`config.mk`:
```
export PLATFORM = sky130hd
export DESIGN_NAME = qdac_regdec
export DESIGN_NICKNAME = d
export VERILOG_FILES = /design/src/shared/qdac_pkg.sv /design/src/rtl/qdac_regdec.sv
export SDC_FILE = /design/constraint.sdc
export NUM_CORES = 1
export LEC_CHECK = 0
export ABC_CLOCK_PERIOD_IN_PS = 2300
export BUFFER_PORTS_ARGS = -buffer_cell sky130_fd_sc_hd__buf_2
export CAP_MARGIN = 20
export CORE_MARGIN = 2
export CORE_UTILIZATION = 57
export CTS_CLUSTER_DIAMETER = 200
export DETAILED_ROUTE_END_ITERATION = 16
export PLACE_DENSITY = 0.9
export SYNTH_ARGS = -nofsm -noshare
export SYNTH_HDL_FRONTEND = slang
export SYNTH_SLANG_ARGS = --single-unit
```
`constraint.sdc`:
```
create_clock -name i_mclk -period 2.3 [get_ports i_mclk]
set_clock_uncertainty 0.1 [all_clocks]
set_input_delay 0.115 -clock i_mclk [delete_from_list [all_inputs] [get_ports i_mclk]]
set_output_delay 0.115 -clock i_mclk [all_outputs]
set_load 0.02 [all_outputs]
```
`src/shared/qdac_pkg.sv`:
```
package qdac_pkg;

	// ********************************************************************
	// Serial word layout.
	// ********************************************************************
	localparam int        WORD_BITS    = 24;
	localparam int        CNT_W        = 5;
	localparam logic [4:0] WORD_BITS_C = 5'h18;
	localparam int        SEL_HI       = 21;
	localparam int        SEL_LO       = 19;
	localparam int        ADDR_HI      = 18;
	localparam int        ADDR_LO      = 16;
	localparam int        PAY_HI       = 15;
	localparam int        PAY_LO       = 0;
	localparam int        NUM_CHAN     = 4;

	// ********************************************************************
	// Register-select codes and channel address codes.
	// ********************************************************************
	localparam logic [2:0] SEL_FUNC   = 3'h0;
	localparam logic [2:0] SEL_CODE   = 3'h2;
	localparam logic [2:0] SEL_RANGE  = 3'h3;
	localparam logic [2:0] SEL_GAIN   = 3'h4;
	localparam logic [2:0] SEL_OFFSET = 3'h5;
	localparam logic [2:0] ADDR_ALL   = 3'h4;
	localparam logic [2:0] FUNC_CTRL  = 3'h1;

	// ********************************************************************
	// Function control payload bit positions.
	// ********************************************************************
	localparam int FB_LGND   = 5;
	localparam int FB_DIR1   = 4;
	localparam int FB_VAL1   = 3;
	localparam int FB_DIR0   = 2;
	localparam int FB_VAL0   = 1;
	localparam int FB_SDODIS = 0;

	// ********************************************************************
	// Reset values of the per-channel registers.
	// ********************************************************************
	localparam logic [15:0] RST_CODE   = 16'h0000;
	localparam logic [1:0]  RST_RANGE  = 2'h0;
	localparam logic [5:0]  RST_GAIN   = 6'h20;
	localparam logic [7:0]  RST_OFFSET = 8'h80;

	// Range codes: 00 is +/-10 V, 01 is +/-10.25 V, 10 is +/-10.5 V.
	localparam logic [1:0] RANGE_10V0  = 2'h0;
	localparam logic [1:0] RANGE_10V25 = 2'h1;
	localparam logic [1:0] RANGE_10V5  = 2'h2;

	typedef enum logic {QDAC_IDLE, QDAC_SHIFT} qdac_phase_e;

	typedef struct packed {
		logic [15:0] channel_code;
		logic [1:0]  channel_range_select;
		logic [5:0]  channel_gain_trim;
		logic [7:0]  channel_offset_trim;
	} qdac_chan_s;

	typedef struct packed {
		logic [1:0] dir;
		logic [1:0] val;
	} qdac_gpio_s;

endpackage : qdac_pkg

```
`src/rtl/qdac_regdec.sv`:
```
`timescale 1ns/10ps
// Behaviour
// - Select 010 writes the 16-bit payload into the addressed channel code register.
// - Select 011 stores payload bits 1..0 as range select; higher bits ignored.
// - Range code 00, 01, 10 give spans of 10, 10.25, 10.5 V.
// - Select 100 loads payload bits 5..0 as gain trim; higher bits ignored.
// - Gain trim 111111 is +31, 100000 none, 000000 is -32 LSB.
// - Select 101 loads payload bits 7..0 as offset trim; higher bits ignored.
// - Offset trim steps eighth LSB; 10000000 means no adjustment.
// - Output clamped until supplies stable and a code word was written.
// - External reset low disconnects the amplifier and clamps the output.
// - Supply detector state is driven on a reset output pin.
// - Two GPIO pins, each input or output, driven and read serially.
// - Ground compensation enable bit corrects outputs for local ground offset.
// - Address 000 to 011 picks one channel; 100 writes all four.
module qdac_regdec
	import qdac_pkg::*;
(
	// Clock, reset and enable.
	input  wire logic                 i_mclk,
	input  wire logic                 i_rst_n,
	input  wire logic                 i_ce,
	// Serial host pins.
	input  wire logic                 i_sclk,
	input  wire logic                 i_sync_n,
	input  wire logic                 i_sdin,
	output logic                      o_serial_data_out,
	output logic                      o_serial_data_out_oe_n,
	// Supply control.
	input  wire logic                 i_ext_reset_in_n,
	input  wire logic                 i_supply_stable,
	output logic                      o_supply_detect_out,
	output logic [NUM_CHAN-1:0]       o_amp_connect_gate,
	output logic [NUM_CHAN-1:0]       o_output_clamp_gate,
	// General-purpose pins.
	input  wire logic [1:0]           i_gpio_pin,
	output logic [1:0]                o_gpio_pin,
	output logic [1:0]                o_gpio_pin_oe_n,
	// Channel settings to the converter cores.
	output qdac_chan_s [NUM_CHAN-1:0] o_chan,
	output logic                      o_local_gnd_comp_en
);

	// ********************************************************************
	// State.
	// ********************************************************************
	typedef struct packed {
		logic [1:0]                sclk_s;
		logic                      sclk_prev;
		logic [1:0]                sync_s;
		logic [1:0]                sdin_s;
		logic [1:0]                ext_s;
		logic [1:0]                sup_s;
		logic [1:0]                gp1_s;
		logic [1:0]                gp0_s;
		qdac_phase_e               phase;
		logic [CNT_W-1:0]          cnt;
		logic [WORD_BITS-1:0]      shift;
		logic [WORD_BITS-1:0]      rdbk;
		logic                      serial_data_out;
		logic                      sdo_dis;
		logic                      lgnd;
		qdac_gpio_s                gpio;
		logic [NUM_CHAN-1:0]       live;
		logic [NUM_CHAN-1:0]       clamp;
		logic                      sdo_oe_n;
		qdac_chan_s [NUM_CHAN-1:0] chan;
	} qdac_state_s;

	qdac_state_s st_q;
	qdac_state_s st_d;

	// Decoded fields of the word just received.
	logic [2:0]  w_sel;
	logic [2:0]  w_addr;
	logic [15:0] w_pay;
	logic        sclk_fall;
	logic        sclk_rise;
	logic [1:0]  pin_lvl;

	// ********************************************************************
	// Next-state logic.
	// ********************************************************************

	// Sync first stages feed only the second stage, and sync_s[0] also the sdo_oe_n flop; edges use the second stage and its delay.
	always_comb begin
		st_d = st_q;
		st_d.sclk_s = {st_q.sclk_s[0], i_sclk};
		st_d.sclk_prev = st_q.sclk_s[1];
		st_d.sync_s = {st_q.sync_s[0], i_sync_n};
		st_d.sdin_s = {st_q.sdin_s[0], i_sdin};
		st_d.ext_s = {st_q.ext_s[0], i_ext_reset_in_n};
		st_d.sup_s = {st_q.sup_s[0], i_supply_stable};
		st_d.gp1_s = {st_q.gp1_s[0], i_gpio_pin[1]};
		st_d.gp0_s = {st_q.gp0_s[0], i_gpio_pin[0]};

		sclk_fall = st_q.sclk_prev & ~st_q.sclk_s[1];
		sclk_rise = ~st_q.sclk_prev & st_q.sclk_s[1];
		w_sel = st_q.shift[SEL_HI:SEL_LO];
		w_addr = st_q.shift[ADDR_HI:ADDR_LO];
		w_pay = st_q.shift[PAY_HI:PAY_LO];

		// Sampled pin levels; a pin set as an output reads back its driven value instead.
		pin_lvl = {st_q.gp1_s[1], st_q.gp0_s[1]};

		case (st_q.phase)
			QDAC_IDLE: begin
				if (!st_q.sync_s[1]) begin
					st_d.phase = QDAC_SHIFT;
					st_d.cnt = '0;
				end
			end
			QDAC_SHIFT: begin
				// Bits are taken on the falling serial clock, MSB first.
				if (sclk_fall && st_q.cnt != WORD_BITS_C) begin
					st_d.shift = {st_q.shift[WORD_BITS-2:0], st_q.sdin_s[1]};
					st_d.cnt = st_q.cnt + 5'h01;
				end
				// Readback bits change on the rising edge so the host sees them settled.
				if (sclk_rise) begin
					st_d.serial_data_out = st_q.rdbk[WORD_BITS-1];
					st_d.rdbk = {st_q.rdbk[WORD_BITS-2:0], 1'b0};
				end
				if (st_q.sync_s[1]) begin
					st_d.phase = QDAC_IDLE;
					// A frame shorter than 24 bits is dropped whole; bits after the 24th are ignored and the word is kept.
					// Nothing marks the loss, so the host must resend the whole word.
					if (st_q.cnt == WORD_BITS_C) begin
						for (int i = 0; i < NUM_CHAN; i++) begin
							if (w_addr == 3'(i) || w_addr == ADDR_ALL) begin
								case (w_sel)
									SEL_CODE: begin
										st_d.chan[i].channel_code = w_pay;
										st_d.live[i] = st_q.sup_s[1] & st_q.ext_s[1];
									end
									// Code 11 is kept as written.
									SEL_RANGE: st_d.chan[i].channel_range_select = w_pay[1:0];
									SEL_GAIN: st_d.chan[i].channel_gain_trim = w_pay[5:0];
									SEL_OFFSET: st_d.chan[i].channel_offset_trim = w_pay[7:0];
									default: ;
								endcase
							end
						end
						// A value written to a pin set as input is kept and shows once it turns output.
						if (w_sel == SEL_FUNC && w_addr == FUNC_CTRL) begin
							st_d.lgnd = w_pay[FB_LGND];
							st_d.gpio.dir = {w_pay[FB_DIR1], w_pay[FB_DIR0]};
							st_d.gpio.val = {w_pay[FB_VAL1], w_pay[FB_VAL0]};
							st_d.sdo_dis = w_pay[FB_SDODIS];
						end
					end
					// Next frame shifts out the function state with the pin levels sampled as this frame ends.
					// The word just taken is already in st_d, so a function write is read
					// back by the very next frame rather than one frame late.
					st_d.rdbk = '0;
					st_d.rdbk[SEL_LO-1:ADDR_LO] = FUNC_CTRL;
					st_d.rdbk[FB_LGND] = st_d.lgnd;
					st_d.rdbk[FB_DIR1] = st_d.gpio.dir[1];
					st_d.rdbk[FB_VAL1] = st_d.gpio.dir[1] ? st_d.gpio.val[1] : pin_lvl[1];
					st_d.rdbk[FB_DIR0] = st_d.gpio.dir[0];
					st_d.rdbk[FB_VAL0] = st_d.gpio.dir[0] ? st_d.gpio.val[0] : pin_lvl[0];
					st_d.rdbk[FB_SDODIS] = st_d.sdo_dis;
				end
			end
			default: st_d.phase = QDAC_IDLE;
		endcase

		// Supply loss or external reset clamps every channel at once; only a fresh
		// code write releases it, so a glitch never restores a stale output.
		if (!st_q.sup_s[1] || !st_q.ext_s[1]) begin
			st_d.live = '0;
		end

		// Pin-facing strobes are registered copies of their final next values, so they
		// switch on the same edge as before but never glitch through logic.
		st_d.clamp = ~st_d.live;
		st_d.sdo_oe_n = st_d.sdo_dis | st_d.sync_s[1];
	end

	// ********************************************************************
	// State register.
	// ********************************************************************

	// Clock enable low freezes everything, synchronisers included.
	always_ff @(posedge i_mclk or negedge i_rst_n) begin
		if (!i_rst_n) begin
			st_q <= '0;
			// Link pins start at their idle levels so no false edge follows reset.
			st_q.sclk_s <= 2'h3;
			st_q.sclk_prev <= 1'b1;
			st_q.sync_s <= 2'h3;
			st_q.clamp <= '1;
			st_q.sdo_oe_n <= 1'b1;
			st_q.ext_s <= 2'h0;
			st_q.phase <= QDAC_IDLE;
			for (int i = 0; i < NUM_CHAN; i++) begin
				st_q.chan[i].channel_code <= RST_CODE;
				st_q.chan[i].channel_range_select <= RST_RANGE;
				st_q.chan[i].channel_gain_trim <= RST_GAIN;
				st_q.chan[i].channel_offset_trim <= RST_OFFSET;
			end
		end else if (i_ce) begin
			st_q <= st_d;
		end
	end

	// ********************************************************************
	// Outputs, each a flop of the state.
	// ********************************************************************
	assign o_supply_detect_out    = st_q.sup_s[1];
	assign o_amp_connect_gate     = st_q.live;
	assign o_output_clamp_gate    = st_q.clamp;
	assign o_gpio_pin             = st_q.gpio.val;
	assign o_gpio_pin_oe_n        = ~st_q.gpio.dir;
	assign o_chan                 = st_q.chan;
	assign o_local_gnd_comp_en    = st_q.lgnd;
	assign o_serial_data_out      = st_q.serial_data_out;
	// The readback enable is its own flop, so the line never flickers at frame edges.
	assign o_serial_data_out_oe_n = st_q.sdo_oe_n;

endmodule : qdac_regdec

```
[Word level (Yosys, flattened, before mapping)]
Index checks and enable logic that the tools add are counted.
Storage, ports and cells
  register bits after elaboration: 213
  latch bits: 0
  memory bits (writable): 0
  memory bits (read-only): 0
  input bits: 10
  output and inout port bits: 144
  logic and storage cells: 114
  memories: 0
Operators by class
  add/subtract/negate cells: 1
  $mul: 0
  div/mod/pow operators: 0
  $lt $le $gt $ge: 0
  equality and inequality tests: 12
  shifts and indexed selects: 0
  muxes and demuxes: 23
  bitwise gates (word level): 9
  reductions and logical operators: 33
Operator list (number)
  6-bit AND reduction: 16
  10-bit two-way mux: 5
  29-bit two-way mux: 1
  25-bit two-way mux: 1
  24-bit two-way mux: 1
  3-bit AND reduction: 5
  3-bit by 2-bit == test with 1-bit output (second input constant): 4
  6-bit two-way mux: 2
  6-bit one-hot mux with 2 select lines: 1
  1-bit two-way mux: 11
  3-bit == test (second input constant): 3
  3-bit zero test: 2
  5-bit by 1-bit adder with 5-bit output (second input constant): 1
  5-bit == test (second input constant): 1
  1-bit logical OR: 5
  5-bit != test (second input constant): 1
  4-bit two-way mux: 1
  4-bit NOT: 1
  1-bit AND: 3
  3-bit by 1-bit == test with 1-bit output (second input constant): 1
  1-bit NOT: 3
  1-bit logical AND: 2
  1-bit zero test: 2
  2-bit by 1-bit != test with 1-bit output (second input constant): 1
  other kinds (4): 4

[Depth between registers and ports, before layout]
Gate-level depths: netlist of the first run.
  depth after elaboration: 10
  mapped depth: 8
  gate-level depth less buffers: 6

[Worst setup path after synthesis of the first run]
Ideal clock, no wire load.
  kind: register -> register
  start: reg st_q[192] (netlist name)
  end: reg st_q (netlist bit o_chan[22])
  library setup time: 125 ps
  arrival: 1928 ps
  data required time: 2075 ps
  path slack: 148 ps
  stages on the path, launching flop included: 8
  path buffers: 1
  clock period less this slack: 2152 ps
  cells stage by stage: dfrtp_1 > inv_1 > ha_1 > nand4b_2 > nor4b_4 > nand2_2 > buf_4 > mux2_2
On the way
  longest elaborated chain between the ends: 2
RTL lines
  start: declaration: line qdac_regdec.sv:70  | qdac_state_s st_q;
  start signal: assignment: line qdac_regdec.sv:203  | st_q <= st_d;
  5-bit == test: line qdac_regdec.sv:128  | if (st_q.cnt == WORD_BITS_C) begin
  6-bit AND reduction (no source line)
No other way between the ends.
A chain may end at the register's enable or synchronous reset.

[Worst setup path in the final report of the first run]
  start: reg st_q[186] (netlist name)
  end: reg st_q (netlist bit o_chan[75])
On the way
  longest elaborated chain between the ends: 3
  elaborated cells between the ends (all ways): 4
  classes of those cells: eq/ne: 2; reduce/logical: 2
RTL lines
  3-bit by 2-bit == test with 1-bit output or 3-bit == test (tied branches): line qdac_regdec.sv:130  | if (w_addr == 3'(i) || w_addr == ADDR_ALL) begin
  1-bit logical OR (*): line qdac_regdec.sv:130
  6-bit AND reduction (no source line) (*)
Mark *: on every way between the ends. The rest lies on a longest branch, timed or not.

==> results of run 1 <==
==> worst min path at each step <==
stage                        from                     to  slack (ps)
after floorplan           i_rst_n  o_amp_connect_gate[0]        -280
after global placement    i_rst_n              o_chan[8]           9
after detailed placement  i_rst_n              o_chan[8]          10
after CTS                 i_rst_n              st_d[203]          50
after global routing      i_rst_n              st_d[203]          80
final                     i_rst_n              st_d[203]          50
==> routing by layer <==
layer  vias to the layer above  part of all wire [%]
met2                       179                    48
met3                        43                   6.0
met4                         0                   3.1
met5                         -                     0
met1                      2921                    42
li1                       2487                     -
==> cell families (layout without fill, tap and decap cells) <==
logic type | after synthesis | in the layout | share of synthesized area [%]
flip-flops | 211 | 211 | 56.20
buffers and inverters | 181 | 236 | 12.86
multiplexers | 160 | 160 | 18.98
AND/OR/NAND/NOR | 144 | 144 | 7.466
AO/OA/AOI/OAI | 49 | 49 | 3.859
XOR/XNOR | 4 | 4 | 0.3713
adder cells (fa/ha/maj) | 2 | 2 | 0.2652
==> registers in the layout, indices dropped and copies added (netlist names) <==
register,cells
o_chan,128
o_output_clamp_gate,4
pin_lvl,2
o_supply_detect_out,1
st_d,8
o_gpio_pin,2
o_serial_data_out_oe_n,1
st_q,59
o_serial_data_out,1
o_amp_connect_gate,4
o_local_gnd_comp_en,1
==> cells in the mapped netlist (all sizes together), types with 4 or more instances <==
master	number
nand3	8
a21oi	12
mux2i	9
o221ai	5
buf	151
nand2	92
xor2	4
nor3	4
a221oi	4
nor2b	5
mux2	151
a22o	17
nor2	14
inv	8
clkbuf	22
dfrtp	193
dfstp	18
==> worst max-delay path, cell delays in order, from the launching register on <==
cell and delay (ps):
sky130_fd_sc_hd__dfrtp_1 590, sky130_fd_sc_hd__xor2_1 220, sky130_fd_sc_hd__nor2b_1 490, sky130_fd_sc_hd__nand2_1 340
sky130_fd_sc_hd__mux2_2 360
==> through the flow <==
stage | hold slack [ps] | power, mW | setup TNS [ps]
5_1_grt | 80.26 | 8.673 | 0
3_3_place_gp | 8.632 | 4.775 | 0
3_5_place_dp | 12.85 | 4.819 | -2281
4_1_cts | 52.80 | 8.404 | -3957
6_report | 46.79 | 8.342 | 0
2_1_floorplan | -280.6 | 4.475 | 0
==> cell type report <==
class	instances	area [um^2]	area share, %
flip-flops and latches	211	5303	50.93
multi-input cells	359	2957	28.40
repair buffers	189	1107	10.64
clock buffers	34	686.9	6.598
well taps	220	275.3	2.644
clock inverters	5	52.55	0.5047
inverters	8	30.03	0.2884
==> power by group <==
part,internal (mW),switching [mW]
Sequential,3.87,0.297
Combinational,0.227,0.390
Clock,2.16,1.40
==> what timing repair did <==
| action | in CTS | in global routing |
|---|---|---|
| hold buffers | 10 | 0 |
| endpoints found under the hold margin | 213 | 0 |
| pin swaps | 0 | 1 |
| setup endpoints to repair | 64 | 65 |
| resized for setup | 0 | 6 |
| setup buffers | 0 | 2 |
==> results list, run 1 <==
- Run status: complete, no violations
- In this run the tool buffered the top-level ports with 153 buffer cells.
- In this run, placement finished with an instance count of 975.
* Share of the synthesized area in the top cell type: 51.19%
- TritonRoute pass-1 iters: 5
- Clk_lat worst skew: approximately 500 ps
- Yosys printed 0 warnings.
* Cell types with the largest area share after synthesis: sky130_fd_sc_hd__dfrtp_1, sky130_fd_sc_hd__mux2_2, sky130_fd_sc_hd__buf_4
- TritonCTS built the clock tree.
* Remaining Overflow, GRT: 0
- Maximum level of the CTS H-tree: 1
- Inserted Clock Buffers: 22
* Count of endpoints failing hold in the final timing report: 0
* Setup repair after global routing missed its margin: no
- Most frequent cells in the layout: sky130_fd_sc_hd__dfrtp_1, sky130_fd_sc_hd__buf_2, sky130_fd_sc_hd__mux2_2, sky130_fd_sc_hd__nand2_1
- The die is about 130 um tall.
* Layout net count: 803
- Post-DP HPWL: 12750 um
* Area after detailed placement: 9519 um^2
* DIE AREA: between 15000 and 20000 um^2
- Leakage dissipation: 5.675 nW
* Shortest period the worst path allows: 2226 ps
- Final period util: slightly below 100%
- The worst pin sits at a relative slew slack of 43.23%.
- The count of pins over their slew limit was 0.
* Upper clock frequency limit: 449.2 MHz
* Remaining antenna violation count: 0
- Excluding fillers, the count of instances in the completed layout stands at just over 1k.
- Register bit total from synthesis: 211
* Grt met3 use: 4.100%
- Fraction of layout cells with a size suffix above 1: 48.76%
- Root buffer cell: sky130_fd_sc_hd__clkbuf_16
- The library cell used most frequently in the layout, excluding fill and tap cells, is sky130_fd_sc_hd__dfrtp_1.
- For the pin with the worst max-slew slack, the measured transition is 851.6 ps.
* Worst-case clock buffer depth: 3
- Cell count of the worst reg-to-reg path: 4
* Post-Route Utilization: 63.46%
* Gp weighted congestion: 0.8847
- The floorplan step set the die width to 132.7 um.
* Standard-cell row count: between 40 and 50
* Maximum number of pins on one net before global-route repair: 63
- Global routing used 36.47% of the available met2 tracks.
- The final layout contains routed wiring with a total length of 19330 um.
- Vias: 5630
* Violation count after the first detailed-routing iteration: 353
- Beginning of the worst register-to-register path: st_q[186]
* Predominant post-synthesis flop cell: sky130_fd_sc_hd__dfrtp_1
* Critical path class: reg2reg
- Setup-failing EPs final: 0
- The total area inside the core boundary comes to around 16000 um^2.
* Required time at the endpoint of the critical path: between 2000 and 3000 ps
- Sequential cells were found to cover 56.20% of the synthesized design area.
* Mean number of vias per cell: around 5.5
- Final standard cell area without fillers: between 10000 and 15000 um^2
- Count of mapped cells out of synthesis: 751
- The tool flagged a number of max-cap violations equal to 0.
- The via count of the first global-routing pass was approximately 5.7k.
* Critical path origin: st_q[186]
- The number of antenna diodes in the final layout is 0.
- After filler insertion, the fill cell instance count of the layout stands at approximately 1.2k.
* Critical Path Source Type: flip-flop
* WP data arrival: 2510 ps
- The clock drives 211 sinks.
- I/O pin count: approximately 150
- Post-Syn Area: 9435 um^2
- In this run the worst path has a maximum fanout of 8.
- In this run the worst setup path terminates at o_chan[75].
- Starting Density: 57.51%
* Type of element capturing the critical path: flip-flop
- The initial antenna violation count is 0.
- Wire length of the first global-routing pass: 31270 um
* Pre-CTS setup slack: -75.90 ps
- The global routing stage identified its most utilized layer as met2.
- Clock transition at the registers of the reported paths: 60 ps
- Routed len/inst: 18.84 um
- Class of the tightest hold or removal check: in2async
- Global routing used between 20% and 30% of the available tracks across all layers.
* Residual DRC count: 0
- In this run the critical register-to-register path is captured at o_chan[75].
- Total power divided by cell area: about 800 nW/um^2
- Count of cell types in the netlist: 43
- The synthesized design spends more area on one cell type than any other, namely sky130_fd_sc_hd__dfrtp_1.
- Counting flops with a built-in enable in the synthesized netlist gives 0.
* Maximum VDD drop: 585.5 uV
* Post-synthesis async set-or-reset flop share: 100.0%
- The area growth from synthesis to layout is 10.34%.
- Worst path setup slack after routing: 73.73 ps
* Number of nets produced by synthesis: 763
* Average footprint of a synthesized cell: 12.56 um^2
- For met1 alone, demand over resource in global routing was 30.01%.
- Setup slack on the worst reg-to-reg path comes out at 70 ps.
Power figures use the tool's default switching activity.
==> run 2: changes to the inputs <==
CORE_ASPECT_RATIO = 1.25   (was not set)
CTS_CLUSTER_SIZE = 12   (was not set)
==> run 2 against run 1 <==
  * Hold slack improved by 18 ps
  * Core utilization fell by 0.28 points
  * Largest cell class unchanged
  * First-iteration DRC count fell by 20%
  * Setup slack improved by 25 ps
  * Register-to-register slack improved by 30 ps
  * Via count rose by 0.39%
==> results list, run 2 (same netlist as run 1, synthesis figures left out) <==
- Total power divided by cell area: 768.4 nW/um^2 (-4.1%)
- Routed len/inst: 19.61 um (+4.1%)
- The effective utilization at floorplan is 58.24% (+0.73 points).
- Vias in the first global route: 5975 (+5.0%)
- Worst hold slack after final layout: 64.59 ps (+17.80 ps)
* Beginning of the worst register-to-register path: st_q[192]
- The setup TNS was 0 ps (unchanged).
- In this run the worst setup path terminates at o_chan[22].
- Worst Tran Pin Value: 693.3 ps (-158.3 ps)
* Clock transition at the registers of the reported paths: 60 ps (about the same)
- The data arrival time at the worst-slack endpoint came to 2460 ps (-50 ps).
* Upper clock frequency limit: 454.3 MHz (+1.1%)
- The cell total after placement is 978 (+0.31%).
* Critical path class: reg2reg
- Worst-case clock buffer depth: 3 (unchanged)
- The combined global-route utilization of all metal layers was 22.98% (+0.79 points).
- The number of I/O pins is 154 (unchanged).
- Standard-cell row count: 52 (+11%)
- The remaining max-slew budget at the tightest pin was 53.78% (+11 points).
- The leakage power summed over all cells came to 5.549 nW (-2.2%).
- Final Instance Count excl. Fillers: 1023 (-0.29%)
- The area enclosed by the die boundary came to 17600 um^2 (about the same).
* Critical Path Source Type: flip-flop
- STA classifies the critical path endpoint as a flip-flop.
* Maximum level of the CTS H-tree: 1 (unchanged)
* Required time at the endpoint of the critical path: 2560 ps (-20 ps)
- The global-route wire length before repair is 31870 um (+1.9%).
- The number of buffers added on ports was 153 (unchanged).
* Count of endpoints failing hold in the final timing report: 0 (unchanged)
- In this run the critical register-to-register path is captured at o_chan[22].
* Fraction of layout cells with a size suffix above 1: 47.71% (-1.1 points)
- The width of the die was 119.1 um (-10%).
- Maximum fanout count along the critical path: 17 (+9)
* Most frequent cells in the layout: sky130_fd_sc_hd__dfrtp_1, sky130_fd_sc_hd__buf_2, sky130_fd_sc_hd__mux2_2, sky130_fd_sc_hd__nand2_1, sky130_fd_sc_hd__buf_4
* Final standard cell area without fillers: 10230 um^2 (-1.7%)
- Maximum VDD drop: 590.9 uV (+0.91%)
* Setup-failing EPs final: 0 (unchanged)
- Maximum number of pins on one net before global-route repair: 59 (-6.3%)
- Max capacitance violation total: 0 (unchanged)
- The tree is rooted in a sky130_fd_sc_hd__clkbuf_16.
- The core area is 16200 um^2 (-1.3%).
* Delay-heaviest family, CP: simple AND/OR/NAND/NOR gates
- Layout area overhead: 8.474%
- CTS sink cnt: 211 (unchanged)
* TritonRoute pass-1 iters: 5 (unchanged)
* Largest incremental delay on the critical path: 440 ps (-150 ps)
- Crit path buf inv count: 2 (+2)
- The largest individual stage delay along the critical path comes from the cell sky130_fd_sc_hd__dfrtp_1.
- Run status: complete, no violations
- The number of logic stages on the critical path including buffering was 7 (+3).
* Vias: 5652 (+0.39%)
- Traced cell by cell, the critical path runs through inv_1 -> ha_1 -> nand4b_2 -> nor4b_4 -> buf_4 -> nand2_2 -> mux2_2.
- Setup repair after global routing missed its margin: yes
* Die height: 147.8 um (+11%)
- The total overflow reported by the global router was 0 (unchanged).
- TritonCTS clock tree: done
* Register-to-register setup slack: 100 ps (+30 ps)
- The count of pins over their slew limit is 0 (unchanged).
- Violation count after the first detailed-routing iteration: 281 (-20%)
- Final period util: 95.70% (-1.1 points)
- The number of buffers added by the clock tree synthesis step was 21 (-4.5%).
- The number of setup buffers added after CTS is 0 (unchanged).
- Remaining antenna violation count: 0 (unchanged)
- Max FFs per register: 128 (unchanged)
- Antenna violations before repair: 0 (unchanged)
- The most critical setup path has its startpoint at st_q[192].
* Gp weighted congestion: 0.8471 (-4.3%)
* Shortest period the worst path allows: 2201 ps (-25.26 ps)
- Overall routed net length: 20060 um (+3.8%)
- Class of the tightest hold or removal check: in2async
* Most frequent standard cell in the layout excluding fill and tap cells: sky130_fd_sc_hd__dfrtp_1
- Mean number of vias per cell: 5.525 (+0.69%)
- Cell count of the worst reg-to-reg path: 7 (+3)
- The instance area at placement came to 9554 um^2 (+0.37%).
- The number of remaining DRC errors is 0 (unchanged).
* Number of antenna repair diodes: 0 (unchanged)
* Post-DP HPWL: 13600 um (+6.7%)
* Layout net count: 806 (+0.37%)
- Clk_lat worst skew: 480 ps (-20 ps)
## run 2: what timing repair did
item | CTS | global route
hold endpoints to repair | 191 | 0
hold buffers | 9 | 0
endpoints found under the setup margin | 0 | 13
gates resized for setup | 0 | 1
## run 2: how the worst min path moves through the flow
stage,endpoint,cells after the start
6_report,o_chan[76],2
5_1_grt,o_chan[76],2
4_1_cts,st_d[203],2
3_5_place_dp,st_d[203],1
3_3_place_gp,o_chan[76],1
2_1_floorplan,o_amp_connect_gate[0],0
## run 2: routing by layer
metal	track usage [%]	routed length, um
met1	27.46	7613
met2	39.54	10420
met3	4.514	1133
met4	11.79	900
met5	0	0
## run 2: layout make-up
type	count	area (um^2)
Fill cell	1201	5966
Sequential cell	211	5303
Multi-Input combinational cell	359	2924
Timing Repair Buffer	193	1122
Clock buffer	35	578.1
Tap cell	216	270.3
Inverter	8	30.03
Clock inverter	1	7.507
## run 2: through the flow
stage	worst slack, ps	util [%]	power (mW)
2_1_floorplan	147.6	-	4.475
3_3_place_gp	122.2	58.97	4.825
3_5_place_dp	69.44	58.97	4.866
4_1_cts	96.14	63.14	7.930
5_1_grt	-7.660	63.18	8.200
6_report	98.99	63.18	7.865
## run 2: power breakdown
part	internal [mW]	switching (mW)	total [mW]
logic	0.254	0.457	0.710
registers	3.87	0.253	4.12
clock network	1.70	1.33	3.03
total	5.83	2.04	7.86
